<file path="config.mk">
export PLATFORM = sky130hd
export DESIGN_NAME = sas_adc_seq
export DESIGN_NICKNAME = d
export VERILOG_FILES = /design/src/hw/sas_pkg.sv /design/src/hw/sas_adc_seq.sv
export SDC_FILE = /design/constraint.sdc
export NUM_CORES = 1
export LEC_CHECK = 0
export BUFFER_PORTS_ARGS = -buffer_cell sky130_fd_sc_hd__buf_2
export CAP_MARGIN = 40
export CORE_MARGIN = 3
export CORE_UTILIZATION = 56
export CTS_CLUSTER_SIZE = 24
export DETAILED_ROUTE_END_ITERATION = 10
export PLACE_DENSITY_LB_ADDON = 0.1
export SYNTH_ARGS = -nofsm -noshare
export SYNTH_HDL_FRONTEND = slang
export SYNTH_SLANG_ARGS = --single-unit
export TNS_END_PERCENT = 5
</file>
<file path="constraint.sdc">
create_clock -name i_clk -period 8.2 [get_ports i_clk]
set_input_delay 1.64 -clock i_clk [delete_from_list [all_inputs] [get_ports i_clk]]
set_output_delay 1.64 -clock i_clk [all_outputs]
set_load 0.02 [all_outputs]
</file>
<file path="src/hw/sas_pkg.sv">
// constants, states and carrier types of the eight-channel converter sequencer
// assumes a 125 MHz system clock and a classic Wishbone register bus
package sas_pkg;
  // clocking: the conversion clock is a tick derived from the system clock
  localparam int unsigned SYS_CLK_HZ = 125_000_000;
  localparam int unsigned CONV_CLK_HZ = 640_000;
  localparam int unsigned CONV_DIV = SYS_CLK_HZ / CONV_CLK_HZ;
  localparam logic [7:0] DIV_LAST = 8'(CONV_DIV - 1);

  // conversion sequence in conversion clock periods
  localparam int unsigned SAMPLE_TICKS = 32;
  localparam int unsigned BIT_TICKS = 4;
  localparam logic [5:0] SAMPLE_LAST = 6'(SAMPLE_TICKS - 1);
  localparam logic [5:0] BIT_LAST = 6'(BIT_TICKS - 1);
  localparam logic [6:0] CONV_MIN_TICKS = 7'd57;
  localparam logic [6:0] CONV_MAX_TICKS = 7'd74;
  localparam logic [6:0] SINCE_MAX = 7'h7f;

  localparam int unsigned NBITS = 8;
  localparam int unsigned NCHAN = 8;
  localparam logic [7:0] WEIGHT_MSB = 8'h80;
  localparam logic [7:0] SEL_RST = 8'h01;

  // register map, byte addresses
  localparam int unsigned ADR_W = 8;
  localparam logic [7:0] REG_CTRL = 8'h00;
  localparam logic [7:0] REG_STATUS = 8'h04;
  localparam logic [7:0] REG_RESULT = 8'h08;
  localparam logic [7:0] REG_IRQ_STAT = 8'h0c;
  localparam logic [7:0] REG_IRQ_MASK = 8'h10;

  // field positions
  localparam int unsigned CTRL_START_BIT = 0;
  localparam int unsigned CTRL_LOOP_BIT = 1;
  localparam int unsigned STAT_BUSY_BIT = 0;
  localparam int unsigned STAT_EOC_BIT = 1;
  localparam int unsigned STAT_CHAN_LSB = 8;
  localparam int unsigned IRQ_DONE_BIT = 0;
  localparam int unsigned IRQ_ABORT_BIT = 1;

  // reset values
  localparam logic CTRL_LOOP_RST = 1'b0;
  localparam logic [1:0] IRQ_MASK_RST = 2'h0;

  typedef enum logic [3:0] {
    ST_IDLE = 4'b0001,
    ST_SAMPLE = 4'b0010,
    ST_BIT = 4'b0100,
    ST_LATCH = 4'b1000
  } sas_state_t;

  // pin inputs that travel together through the synchroniser
  typedef struct packed {
    logic [2:0] addr;
    logic ale;
    logic start;
    logic oe;
    logic comp;
  } sas_pins_t;
endpackage : sas_pkg

</file>
<file path="src/hw/sas_adc_seq.sv">
// control logic of an eight-channel successive-approximation converter
// assumes an external comparator, analog switches driven by o_sel and
// o_trial, a Wishbone classic master and asynchronous pin inputs
//
// The register addresses and the Wishbone interface to the registers were left to the implementer.
`timescale 1ns/100ps

// How it works
// - exactly one of eight channel selects is active, from the decoded address.
// - channel address captured on rising edge of address strobe; controller holds it valid.
// - rising edge of start clears the output result latch.
// - sampling starts at start and lasts 32 conversion clock periods.
// - a new start before end of conversion (65 periods) aborts and restarts the conversion.
// - an interrupted conversion's result is discarded, never presented.
// - free-running mode: end of conversion retriggers start for each new conversion.
// - conversion takes 57 to 74 conversion clocks from start to result.
// - end of conversion responds to start within 8 clocks plus 2 us.
// - bits are tried from weight 128 down to the least significant bit.
// - comparator decision writes each bit and keeps or releases that weight.
// - after all eight bits the sequencer returns to the sampling idle phase.
// - result is straight binary: zero input all zeros, full scale all ones.
// - result held in a latch and driven onto three-state data outputs.
module sas_adc_seq (
  input wire logic i_clk,
  input wire logic i_rst_n,
  input wire logic i_wb_cyc,
  input wire logic i_wb_stb,
  input wire logic i_wb_we,
  input wire logic [sas_pkg::ADR_W-1:0] i_wb_adr,
  input wire logic [3:0] i_wb_sel,
  input wire logic [31:0] i_wb_dat,
  output logic [31:0] o_wb_dat,
  output logic o_wb_ack,
  input wire logic [2:0] i_addr,
  input wire logic i_ale,
  input wire logic i_start,
  input wire logic i_oe,
  input wire logic i_comp,
  output logic [sas_pkg::NCHAN-1:0] o_sel,
  output logic [sas_pkg::NBITS-1:0] o_trial,
  output logic [sas_pkg::NBITS-1:0] o_data,
  output logic o_data_oe,
  output logic o_eoc,
  output logic o_irq
);
  import sas_pkg::*;

  logic [1:0] rst_q;
  logic rst_n;
  sas_pins_t pin_raw;
  sas_pins_t pin_m;
  sas_pins_t pin_s;
  sas_pins_t pin_d;

  sas_state_t state, next_state;
  logic [7:0] div_cnt, next_div_cnt;
  logic [5:0] tick_cnt, next_tick_cnt;
  logic [7:0] weight, next_weight;
  logic [7:0] result, next_result;
  logic [7:0] out_latch, next_out_latch;
  logic eoc, next_eoc;
  logic eoc_q;
  logic [2:0] channel, next_channel;
  logic [7:0] sel, next_sel;
  logic ev_done, ev_abort;

  logic ctrl_loop, next_ctrl_loop;
  logic [1:0] irq_stat, next_irq_stat;
  logic [1:0] irq_mask, next_irq_mask;
  logic wb_ack, next_wb_ack;
  logic [31:0] wb_dat, next_wb_dat;
  logic irq, next_irq;
  logic [7:0] data, next_data;
  logic data_oe, next_data_oe;

  logic tick, ale_rise, ext_start, sw_start, loop_start, start_evt, decide;
  logic wb_commit, wr_commit, rd_commit;
  logic [6:0] since;

  // reset release through two flops
  always_ff @(posedge i_clk or negedge i_rst_n) begin
    if (!i_rst_n) begin
      rst_q <= 2'b00;
    end else begin
      rst_q <= {rst_q[0], 1'b1};
    end
  end
  assign rst_n = rst_q[1];

  // pin synchroniser; only pin_s and later stages feed logic
  assign pin_raw = '{addr: i_addr, ale: i_ale, start: i_start, oe: i_oe, comp: i_comp};
  always_ff @(posedge i_clk or negedge rst_n) begin
    if (!rst_n) begin
      pin_m <= '0;
      pin_s <= '0;
      pin_d <= '0;
    end else begin
      pin_m <= pin_raw;
      pin_s <= pin_m;
      pin_d <= pin_s;
    end
  end

  // bus commit happens on the edge where the master sees ack
  assign wb_commit = i_wb_cyc & i_wb_stb & wb_ack;
  assign wr_commit = wb_commit & i_wb_we & i_wb_sel[0];
  assign rd_commit = wb_commit & ~i_wb_we;

  assign tick = (div_cnt == DIV_LAST);
  assign ale_rise = pin_s.ale & ~pin_d.ale;
  assign ext_start = pin_s.start & ~pin_d.start;
  assign sw_start = wr_commit & (i_wb_adr == REG_CTRL) & i_wb_dat[CTRL_START_BIT];
  assign loop_start = ctrl_loop & eoc & ~eoc_q;
  assign start_evt = ext_start | sw_start | loop_start;
  assign decide = (state == ST_BIT) & tick & (tick_cnt == BIT_LAST) & ~start_evt;

  // conversion sequencer
  always_comb begin
    next_state = state;
    next_div_cnt = tick ? 8'h00 : 8'(div_cnt + 8'h01);
    next_tick_cnt = tick_cnt;
    next_weight = weight;
    next_result = result;
    next_out_latch = out_latch;
    next_eoc = eoc;
    next_channel = channel;
    ev_done = 1'b0;
    ev_abort = 1'b0;
    if (ale_rise) begin
      next_channel = pin_s.addr;
    end
    next_sel = SEL_RST << next_channel;
    if (start_evt) begin
      next_div_cnt = 8'h00;
      next_state = ST_SAMPLE;
      next_tick_cnt = 6'h00;
      next_weight = 8'h00;
      next_result = 8'h00;
      next_out_latch = 8'h00;
      next_eoc = 1'b0;
      ev_abort = (state != ST_IDLE);
    end else if (tick) begin
      case (state)
        ST_IDLE: begin
          next_tick_cnt = 6'h00;
        end
        ST_SAMPLE: begin
          if (tick_cnt == SAMPLE_LAST) begin
            next_state = ST_BIT;
            next_tick_cnt = 6'h00;
            next_weight = WEIGHT_MSB;
            next_result = WEIGHT_MSB;
          end else begin
            next_tick_cnt = 6'(tick_cnt + 6'h01);
          end
        end
        ST_BIT: begin
          if (tick_cnt == BIT_LAST) begin
            next_tick_cnt = 6'h00;
            // comparator low releases the weight, high keeps it
            next_result = pin_s.comp ? result : (result & ~weight);
            next_weight = weight >> 1;
            if (weight[0]) begin
              next_state = ST_LATCH;
            end else begin
              next_result = next_result | (weight >> 1);
            end
          end else begin
            next_tick_cnt = 6'(tick_cnt + 6'h01);
          end
        end
        ST_LATCH: begin
          next_out_latch = result;
          next_eoc = 1'b1;
          next_state = ST_IDLE;
          ev_done = 1'b1;
        end
        default: begin
          next_state = ST_IDLE;
        end
      endcase
    end
  end

  always_ff @(posedge i_clk or negedge rst_n) begin
    if (!rst_n) begin
      state <= ST_IDLE;
      div_cnt <= 8'h00;
      tick_cnt <= 6'h00;
      weight <= 8'h00;
      result <= 8'h00;
      out_latch <= 8'h00;
      eoc <= 1'b0;
      eoc_q <= 1'b0;
      channel <= 3'h0;
      sel <= SEL_RST;
    end else begin
      state <= next_state;
      div_cnt <= next_div_cnt;
      tick_cnt <= next_tick_cnt;
      weight <= next_weight;
      result <= next_result;
      out_latch <= next_out_latch;
      eoc <= next_eoc;
      eoc_q <= eoc;
      channel <= next_channel;
      sel <= next_sel;
    end
  end

  // register file, interrupts and output drive
  always_comb begin
    next_ctrl_loop = ctrl_loop;
    next_irq_mask = irq_mask;
    next_wb_ack = i_wb_cyc & i_wb_stb & ~wb_ack;
    next_wb_dat = 32'h0000_0000;
    if (wr_commit && (i_wb_adr == REG_CTRL)) begin
      next_ctrl_loop = i_wb_dat[CTRL_LOOP_BIT];
    end
    if (wr_commit && (i_wb_adr == REG_IRQ_MASK)) begin
      next_irq_mask = i_wb_dat[1:0];
    end
    if (i_wb_cyc && i_wb_stb && !wb_ack && !i_wb_we) begin
      case (i_wb_adr)
        REG_CTRL: next_wb_dat[CTRL_LOOP_BIT] = ctrl_loop;
        REG_STATUS: begin
          next_wb_dat[STAT_BUSY_BIT] = (state != ST_IDLE);
          next_wb_dat[STAT_EOC_BIT] = eoc;
          next_wb_dat[STAT_CHAN_LSB +: 3] = channel;
        end
        REG_RESULT: next_wb_dat[NBITS-1:0] = out_latch;
        REG_IRQ_STAT: next_wb_dat[1:0] = irq_stat;
        REG_IRQ_MASK: next_wb_dat[1:0] = irq_mask;
        default: next_wb_dat = 32'h0000_0000;
      endcase
    end else if (wb_ack) begin
      next_wb_dat = wb_dat;
    end
    // clear only bits that were returned; a new event wins over the clear
    next_irq_stat = irq_stat;
    if (rd_commit && (i_wb_adr == REG_IRQ_STAT)) begin
      next_irq_stat = irq_stat & ~wb_dat[1:0];
    end
    next_irq_stat[IRQ_DONE_BIT] = next_irq_stat[IRQ_DONE_BIT] | ev_done;
    next_irq_stat[IRQ_ABORT_BIT] = next_irq_stat[IRQ_ABORT_BIT] | ev_abort;
    next_irq = |(irq_stat & irq_mask);
    next_data_oe = pin_s.oe;
    next_data = pin_s.oe ? out_latch : 8'h00;
  end

  always_ff @(posedge i_clk or negedge rst_n) begin
    if (!rst_n) begin
      ctrl_loop <= CTRL_LOOP_RST;
      irq_mask <= IRQ_MASK_RST;
      irq_stat <= 2'h0;
      wb_ack <= 1'b0;
      wb_dat <= 32'h0000_0000;
      irq <= 1'b0;
      data <= 8'h00;
      data_oe <= 1'b0;
    end else begin
      ctrl_loop <= next_ctrl_loop;
      irq_mask <= next_irq_mask;
      irq_stat <= next_irq_stat;
      wb_ack <= next_wb_ack;
      wb_dat <= next_wb_dat;
      irq <= next_irq;
      data <= next_data;
      data_oe <= next_data_oe;
    end
  end

  assign o_wb_ack = wb_ack;
  assign o_wb_dat = wb_dat;
  assign o_sel = sel;
  assign o_trial = result;
  assign o_data = data;
  assign o_data_oe = data_oe;
  assign o_eoc = eoc;
  assign o_irq = irq;

  // conversion clock periods since the last start, for the checks below
  always_ff @(posedge i_clk or negedge rst_n) begin
    if (!rst_n) begin
      since <= 7'h00;
    end else if (start_evt) begin
      since <= 7'h00;
    end else if (tick && since != SINCE_MAX) begin
      since <= 7'(since + 7'h01);
    end
  end
endmodule : sas_adc_seq

</file>
==> results.json, run 1 <==
{
  "dp_cells": 526,
  "antenna_left": 0,
  "worst_path_max_delay_cell": "or4_1",
  "power.density_nw_per_um2": 187,
  "power_frac_comb_pct": 7.2,
  "synth_top_area_cell": "dfrtp_1",
  "syn_area_um2": 4230,
  "diodes": 0,
  "crit_path_start_kind": "input pin",
  "whs_ns": 0.345,
  "drt_wl_total_um": 7720,
  "skew_ns": 0.00876,
  "placed_area_um2": 4560,
  "p_sw_uw": 233,
  "globalRouteTotalUtil_pct": 19.2,
  "fin_crit_sh_pct": 42.6,
  "synthFlopType": "dfrtp_1",
  "worstReg2RegStart": "div_cnt[0]",
  "cts-htree-levels": 3,
  "cts_buffer_depth": 2,
  "rsz0062_at_grt": "false",
  "insertion_delay_ns": 0.36,
  "synthSimpleGateAreaFrac_pct": 17.2,
  "numCtsBuffers": 9,
  "status": "completed",
  "cp.required_ns": 8.45,
  "clkPwrFrac_pct": 33.4,
  "overflow": 0,
  "slew_viol_final": 0,
  "muxShareOfSynthArea_pct": 4.91,
  "core_um2": 7290,
  "maxCapViolCount": 0,
  "p_total_uw": 891,
  "stdcell_area_um2": 4750,
  "arrival_ns": 3.74,
  "end_kind": "register",
  "dr_total_vias": 2818,
  "fin_cells": 542,
  "tightest_slew_ns": 0.957,
  "cts_root_buf": "clkbuf_8",
  "rr_worst_depth": 7,
  "drt-pass1-iter-count": 4,
  "path_max_fanout": 30,
  "pin_count": 116,
  "grt_pass1_wl_um": 13100,
  "gp_congestion": 0.802,
  "synthCells": 376,
  "synth_top_family_by_area": "simple AND/OR/NAND/NOR gates",
  "dieArea_um2": 8640,
  "rows": 31,
  "vias_per_cell": 5.20,
  "route.detailed.drc": 0,
  "max_freq_mhz": 286,
  "yosys_warnings": 0,
  "hold_violations": 0,
  "place_hpwl_um": 5400,
  "switching_share_pct": 26.2,
  "synth-edff-count": 0,
  "cts_resized": 0,
  "async_reset_ff_share_pct": 100,
  "numPortBuffers": 61,
  "crit_type": "in2reg",
  "synth_fa_ha_area_share_pct": 0.887,
  "antenna_found_initial": 0,
  "pwr-share-seq_pct": 59.5,
  "grt_max_degree": 52,
  "grt_pass1_vias": 2737,
  "synth.area.top_cells": "dfrtp_1 58%, buf_4 4.1%, nand2_1 3.5%",
  "drt-initial-drc-count": 115,
  "cp-startpoint": "i_wb_adr[1]",
  "tns_ns": 0,
  "nets": 497,
  "r2r-end": "o_trial[3]",
  "ys_seq_area_share_pct": 59.2,
  "post-place-ws_ns": 4.34,
  "cts_setup_buffers": 0,
  "yosys.area_share.xor_xnor_pct": 1.45,
  "hp-class": "reg2async",
  "reg2reg_slack_ns": 5.52,
  "cts_tree": "done",
  "final_util_pct": 65.2,
  "synth_seq_cells": 100,
  "fin_crit_ns": 3.50,
  "die_x_um": 92.9,
  "p_int_uw": 657,
  "worstPathCellList": "buf_2 > or4_1 > or3_1 > o41ai_4 > buf_4 > nor4_1 > o2bb2ai_1",
  "synth-compound-area-share_pct": 10.2,
  "syn_area_per_cell_um2": 11.3,
  "syn_to_final_growth_pct": 12.3,
  "yosysMostFrequentCell": "dfrtp_1",
  "floorplan.initialDensity_pct": 58.0,
  "setup_viol": 0,
  "p_leak_nw": 2.36,
  "die_height_um": 92.9,
  "cpPeakStageDelay_ns": 0.50,
  "final.setup.worst_slack_ns": 4.70,
  "path_clk_slew_ns": 0.09,
  "synthTopCellsByCount": "98 x dfrtp_1, 40 x nand2_1, 34 x nor2_1",
  "drive_gt1_share_pct": 21.9,
  "synth.top_cell.area_share_pct": 58.0,
  "cts_sinks": 100,
  "synth_cell_types": 53,
  "ir_drop_mv": 0.101,
  "wl_per_cell_um": 14.3,
  "cts_hold_buf": 0,
  "slew_headroom_pct": 35.6
}
==> area by class of cell <==
cell class                      instances  area (µm²)
Multi-Input combinational cell        253        1560
Inverter                                9        33.8
Sequential cell                       100        2510
Clock buffer                           10         138
Fill cell                             596        2540
Clock inverter                          6        56.3
Timing Repair Buffer                   65         332
Tap cell                               99         124
==> power by group through the flow <==
stage	Clock, mW	Combinational (mW)	Sequential, mW
floorplan	0	0.0445	0.545
global placement	0	0.0630	0.539
detailed placement	0	0.0647	0.540
CTS	0.307	0.0649	0.530
global route	0.329	0.0718	0.533
finish	0.297	0.0637	0.530
==> worst max-delay path: cells and delay by family <==
kind	cells	cell delay [ns]
AOI/OAI and AO/OA	2	0.48
and+or+nand+nor	3	1.15
buffers and inverters	2	0.45
==> layout by cell type, fill, tap and decap left out, types with 3 or more instances in the layout <==
| master | Yosys | routed |
|---|---|---|
| a21oi_1 | 23 | 23 |
| and2_1 | 9 | 9 |
| dfrtp_1 | 98 | 97 |
| nand2_1 | 40 | 40 |
| o21ai_0 | 7 | 7 |
| and3_1 | 3 | 3 |
| nand3_1 | 16 | 16 |
| ha_1 | 3 | 3 |
| nor3_1 | 4 | 4 |
| nor2_1 | 34 | 34 |
| clkbuf_8 | 0 | 10 |
| a22o_1 | 10 | 10 |
| mux2i_1 | 14 | 14 |
| nand2b_1 | 10 | 10 |
| nor2b_1 | 3 | 3 |
| conb_1 | 2 | 22 |
| buf_4 | 23 | 3 |
| xor2_1 | 4 | 4 |
| inv_1 | 9 | 9 |
| buf_2 | 3 | 61 |
| inv_6 | 0 | 3 |
| mux2_2 | 4 | 4 |
| xnor2_1 | 3 | 3 |
| o2bb2ai_1 | 8 | 8 |
| nor4_1 | 3 | 3 |
==> cell families after synthesis <==
kind of cell,Yosys count
xor+xnor,7
other cells,2
fa+ha+maj,3
simple gates,140
compound gates,62
mux,19
flops,100
buf+inv,43
==> how the worst max path moves through the flow <==
stage | to | slack (ns) | cells after the start
after global placement | o_trial[4] | 4.33 | 7
after detailed placement | o_trial[1] | 4.34 | 7
after CTS | o_trial[3] | 4.71 | 7
after global routing | o_trial[3] | 4.59 | 7
after floorplan | o_eoc | 4.71 | 7
final | o_trial[3] | 4.70 | 7
==> metal layers <==
layer	vias up	track usage (%)	share of wire [%]
met5	-	0	0
met4	0	5.98	1.5
met2	71	30.9	48
met1	1357	25.8	45
li1	1380	-	-
met3	10	4.71	5.5
==> registers in the layout, indices dropped and copies added (netlist names), 6 cells and up <==
name / flops
o_wb_dat: 11
o_trial: 8
pin_s: 6
out_latch: 8
o_data: 8
o_sel: 8
pin_m: 7
tick_cnt: 6
div_cnt: 8
weight: 8
No activity file was read; power rests on OpenSTA's default activity.
==> run 2, diff against run 1 <==
--- a/config.mk
+++ b/config.mk
@@ -8,7 +8,7 @@
 export BUFFER_PORTS_ARGS = -buffer_cell sky130_fd_sc_hd__buf_2
 export CAP_MARGIN = 40
 export CORE_MARGIN = 3
-export CORE_UTILIZATION = 56
+export CORE_UTILIZATION = 52
 export CTS_CLUSTER_SIZE = 24
 export DETAILED_ROUTE_END_ITERATION = 10
 export PLACE_DENSITY_LB_ADDON = 0.1
==> constraint.sdc (replaced) <==
create_clock -name i_clk -period 3.4 [get_ports i_clk]
set_input_delay 0.68 -clock i_clk [delete_from_list [all_inputs] [get_ports i_clk]]
set_output_delay 0.68 -clock i_clk [all_outputs]
set_load 0.02 [all_outputs]
==> results.json, run 2 (synthesis results as in run 1) <==
{
  "cts_buffer_depth": 2,
  "cts-htree-levels": 3,
  "path_max_fanout": 12,
  "maxCapViolCount": 0,
  "cts_setup_buffers": 0,
  "tightest_slew_ns": 0.918,
  "p_leak_nw": 2.40,
  "tns_ns": 0,
  "final.setup.worst_slack_ns": 0.867,
  "crit_path_start_kind": "input pin",
  "hp-class": "in2async",
  "dr_total_vias": 2850,
  "route.detailed.drc": 0,
  "floorplan.initialDensity_pct": 54.2,
  "antenna_left": 0,
  "overflow": 0,
  "diodes": 0,
  "max_freq_mhz": 395,
  "cts_resized": 0,
  "vias_per_cell": 5.18,
  "drt_wl_total_um": 7890,
  "worst-path-buf-inv": 1,
  "fillCellCount": 652,
  "status": "completed",
  "cts_root_buf": "clkbuf_8",
  "core_um2": 7810,
  "arrival_ns": 2.78,
  "cts_tree": "done",
  "drt-pass1-iter-count": 4,
  "grt_max_degree": 56,
  "numCtsBuffers": 9,
  "grt_pass1_vias": 2519,
  "end_kind": "register",
  "cp-startpoint": "i_wb_adr[1]",
  "cts_hold_buf": 0,
  "dieArea_um2": 9260,
  "skew_ns": 0.0156,
  "grt_use_met2_pct": 28.2,
  "crit_family": "simple AND/OR/NAND/NOR gates",
  "insertion_delay_ns": 0.37,
  "largest_reg_flops": 11,
  "slew_headroom_pct": 38.0,
  "rows": 32,
  "die_x_um": 96.2,
  "power.density_nw_per_um2": 457,
  "gp_congestion": 0.812,
  "drive_gt1_share_pct": 23.0,
  "ir_drop_mv": 0.334,
  "numPortBuffers": 61,
  "die_height_um": 96.2,
  "layout_common_cells": "97 x dfrtp_1, 61 x buf_2, 40 x nand2_1, 34 x nor2_1, 23 x a21oi_1",
  "stdcell_area_um2": 4840,
  "fin_crit_ns": 2.53,
  "path_clk_slew_ns": 0.11,
  "cp.required_ns": 3.65,
  "wl_per_cell_um": 14.3,
  "worst_path_max_delay_cell": "o41a_1",
  "top_usage_layer": "met2",
  "drt-initial-drc-count": 85,
  "slew_viol_final": 0,
  "cts_sinks": 100,
  "final_common_cell": "dfrtp_1",
  "nets": 502,
  "grt.met1_usage_pct": 23.0,
  "grt_pass1_wl_um": 12200,
  "place_hpwl_um": 5750,
  "globalRouteTotalUtil_pct": 17.3,
  "setup_viol": 0,
  "fin_crit_sh_pct": 74.5,
  "placed_area_um2": 4630,
  "grtUsageMet3_pct": 4.46,
  "crit_type": "in2reg",
  "hold_violations": 0,
  "pin_count": 116,
  "worstReg2RegStart": "state[0]",
  "cpPeakStageDelay_ns": 0.66,
  "syn_to_final_growth_pct": 14.4,
  "worstPathCellList": "buf_2 > or4_1 > or3_1 > o41a_1 > nand2b_1 > nor2_1",
  "post-place-ws_ns": 0.487,
  "antenna_found_initial": 0,
  "rsz0062_at_grt": "false"
}
==> run 2: cell types whose count changed in the layout (fill, tap and decap cells not counted), sizes merged <==
cell | previous run | this run
buf | 65 | 69
clkbuf | 10 | 9
clkdlybuf4s18 | 0 | 1
clkinv | 3 | 4
==> run 2: worst paths after layout <==
path	endpoint	slack, ns	depth (start not counted)
setup reg to reg	tick_cnt[2]	1.14	4
max in group asynchronous	o_data[2]	2.27	2
hold reg to reg	pin_s[0]	0.25	0
min in group i_clk	next_data_oe	0.36	0
hold / removal	rst_q[1]	0.07	1
setup / recovery	div_cnt[5]	0.87	6
==> run 2: layout make-up <==
| cell class | instances | area (µm²) | share of cell area (%) |
|---|---|---|---|
| inverters | 9 | 33.8 | 0.698 |
| flip-flops and latches | 100 | 2510 | 51.8 |
| clock buffers | 9 | 124 | 2.56 |
| multi-input cells | 253 | 1560 | 32.2 |
| repair buffers | 70 | 395 | 8.17 |
| clock inverters | 7 | 91.3 | 1.89 |
| well taps | 102 | 128 | 2.64 |
==> run 2: where the power goes <==
| group | internal (mW) | switching [mW] | leakage, nW |
|---|---|---|---|
| clock | 0.301 | 0.474 | 0.106 |
| sequential | 1.23 | 0.0407 | 1.32 |
| combinational | 0.0553 | 0.107 | 0.976 |
| total | 1.59 | 0.622 | 2.40 |
==> run 2: per-layer routing <==
layer,vias up,part of all wire [%]
li1,1395,-
met1,1384,46
met2,63,47
met3,8,5.4
met4,0,1.1
met5,-,0
==> run 2: per-stage QoR <==
| stage | utilization [%] | total power, mW | cells | hold WS (ns) |
|---|---|---|---|---|
| after floorplan | - | 1.42 | 396 | 0.331 |
| after global placement | 58.8 | 1.46 | 532 | 0.333 |
| after detailed placement | 59.3 | 1.46 | 534 | 0.245 |
| after CTS | 62.0 | 2.24 | 550 | 0.0606 |
| after global routing | 62.0 | 2.31 | 550 | 0.0490 |
| final | 62.0 | 2.21 | 550 | 0.0703 |
==> run 3, diff against run 2 <==
--- a/config.mk
+++ b/config.mk
@@ -5,10 +5,11 @@
 export SDC_FILE = /design/constraint.sdc
 export NUM_CORES = 1
 export LEC_CHECK = 0
+export ABC_AREA = 1
 export BUFFER_PORTS_ARGS = -buffer_cell sky130_fd_sc_hd__buf_2
 export CAP_MARGIN = 40
 export CORE_MARGIN = 3
-export CORE_UTILIZATION = 52
+export CORE_UTILIZATION = 48
 export CTS_CLUSTER_SIZE = 24
 export DETAILED_ROUTE_END_ITERATION = 10
 export PLACE_DENSITY_LB_ADDON = 0.1
==> constraint.sdc (replaced) <==
create_clock -name i_clk -period 2.15 [get_ports i_clk]
set_input_delay 0.43 -clock i_clk [delete_from_list [all_inputs] [get_ports i_clk]]
set_output_delay 0.43 -clock i_clk [all_outputs]
set_load 0.02 [all_outputs]
==> results.json, run 3 <==
{
  "syn_area_per_cell_um2": 8.79,
  "slew_headroom_pct": 64.3,
  "crit_type": "reg2reg",
  "cts_tree": "done",
  "synthFlopType": "dfrtp_1",
  "hp-class": "in2reg",
  "drt_wl_total_um": 8720,
  "arrival_ns": 2.08,
  "die_height_um": 104,
  "p_leak_nw": 2.81,
  "max_freq_mhz": 548,
  "cts_setup_buffers": 0,
  "syn_to_final_growth_pct": 13.5,
  "end_kind": "register",
  "cts-htree-levels": 3,
  "whs_ns": 0.160,
  "fin_crit_ns": 1.83,
  "overflow": 0,
  "cp.required_ns": 2.41,
  "stdcell_area_um2": 5200,
  "numPortBuffers": 61,
  "hp-start": "i_addr[0]",
  "hold_violations": 0,
  "layout_common_cells": "112 x nand2_1, 97 x dfrtp_1, 63 x inv_1, 61 x buf_2, 57 x nand3_1",
  "yosys_warnings": 0,
  "dieArea_um2": 10800,
  "multi_input_area_um2": 1670,
  "skew_ns": 0.0107,
  "final_util_pct": 56.2,
  "cts_sinks": 100,
  "synth_cell_types": 34,
  "antenna_left": 0,
  "largest_reg_flops": 11,
  "crit_path_start_kind": "register",
  "fin_crit_sh_pct": 84.9,
  "async_reset_ff_share_pct": 100,
  "synth_seq_cells": 100,
  "grt_pass1_vias": 3305,
  "slew_viol_final": 0,
  "die_x_um": 104,
  "synthTopCellsByCount": "112 x nand2_1, 98 x dfrtp_1, 63 x inv_1",
  "maxCapViolCount": 0,
  "rsz0062_at_grt": "false",
  "holdPathStages": 1,
  "worstReg2RegStart": "state[3]",
  "reg2reg_slack_ns": 0.32,
  "power.density_nw_per_um2": 706,
  "fillCellCount": 872,
  "drt-pass1-iter-count": 4,
  "final_common_cell": "nand2_1",
  "dr_total_vias": 3413,
  "drive_gt1_share_pct": 21.3,
  "grt_pass1_wl_um": 15000,
  "path_max_fanout": 12,
  "placed_area_um2": 4980,
  "vias_per_cell": 4.70,
  "rr_worst_depth": 10,
  "floorplan.initialDensity_pct": 49.6,
  "nets": 651,
  "syn_area_um2": 4580,
  "fin_cells": 726,
  "status": "completed",
  "pin_count": 116,
  "antenna_found_initial": 0,
  "wl_per_cell_um": 12.0,
  "tns_ns": 0,
  "synth-edff-count": 0,
  "rows": 35,
  "ys_seq_area_share_pct": 54.7,
  "core_um2": 9240,
  "cts_root_buf": "clkbuf_8",
  "ir_drop_mv": 0.322,
  "place_hpwl_um": 6700,
  "synth.area.top_cells": "dfrtp_1 54%, nand2_1 9.2%, nand3_1 6.2%",
  "yosysMostFrequentCell": "nand2_1",
  "seq_area_um2": 2510,
  "dp_cells": 709,
  "grt_max_degree": 37,
  "path_clk_slew_ns": 0.11,
  "cp-startpoint": "state[3]",
  "gp_congestion": 0.807,
  "worstPathCellList": "inv_2 > nand2_1 > nor2_2 > nand2_2 > nand2_2 > inv_2 > nand2_4 > nand2_4 > nand3_2 > nand2_1",
  "diodes": 0,
  "route.detailed.drc": 0,
  "tightest_slew_ns": 0.530,
  "cpPeakStageDelay_ns": 0.45,
  "numCtsBuffers": 9,
  "insertion_delay_ns": 0.36,
  "synth.top_cell.area_share_pct": 53.5,
  "setup_viol": 0,
  "worst_path_max_delay_cell": "nor2_2",
  "drt-initial-drc-count": 159,
  "globalRouteTotalUtil_pct": 16.8,
  "synthCells": 521,
  "synth_top_area_cell": "dfrtp_1",
  "cts_buffer_depth": 2
}
-- run 3: worst max-delay path: cells and delay by family, from the launching register on --
| kind | cells | cell delay, ns |
|---|---|---|
| and+or+nand+nor | 8 | 1.15 |
| buffers and inverters | 2 | 0.13 |
| DFF | 1 | 0.44 |
-- run 3: area by class of cell --
type | count | area share, %
Sequential cell | 100 | 48.3
Timing Repair Buffer | 70 | 7.46
Multi-Input combinational cell | 341 | 32.2
Clock buffer | 9 | 2.38
Clock inverter | 7 | 1.54
Tap cell | 129 | 3.11
Inverter | 70 | 5.06
-- run 3: cell families (layout without fill, tap and decap cells) --
group | Yosys count | in the layout | synth area share [%]
muxes | 1 | 1 | 0.246
other | 2 | 22 | 0.164
adders and majority gates | 3 | 3 | 0.820
DFF | 100 | 100 | 54.7
and+or+nand+nor | 264 | 264 | 27.3
xor gates and xnor gates | 3 | 3 | 0.574
buffers and inverters | 100 | 156 | 10.4
AOI/OAI and AO/OA | 48 | 48 | 5.76
-- run 3: routing by layer --
metal	GRT usage (%)	share of wire, %
met4	6.36	1.4
met1	23.1	48
met2	26.7	46
met5	0	0
met3	3.18	4.5
-- run 3: path summary, 6_finish.rpt --
path / endpoint
max: o_trial[7]
min: pin_m[4]
max reg2reg: o_trial[7]
min reg2reg: o_data[3]
max in group asynchronous: o_sel[0]
min in group asynchronous: o_data[3]
-- run 3: metrics by stage --
| step | setup WS (ns) | total power, mW |
|---|---|---|
| after floorplan | 0.473 | 2.43 |
| after global placement | 0.302 | 2.51 |
| after detailed placement | 0.287 | 2.53 |
| after CTS | 0.331 | 3.72 |
| after global routing | 0.153 | 3.87 |
| final | 0.325 | 3.67 |
-- run 3: power breakdown --
part / internal, mW / total [mW] / switching, mW
Sequential: 1.97 / 2.03 / 0.0672
Combinational: 0.141 / 0.451 / 0.310
Clock: 0.466 / 1.18 / 0.717
-- run 3: what timing repair did --
action | CTS | global route
hold buffers | 1 | 0
resized for setup | 0 | 0
endpoints found under the setup margin | 0 | 0
endpoints found under the hold margin | 2 | 0
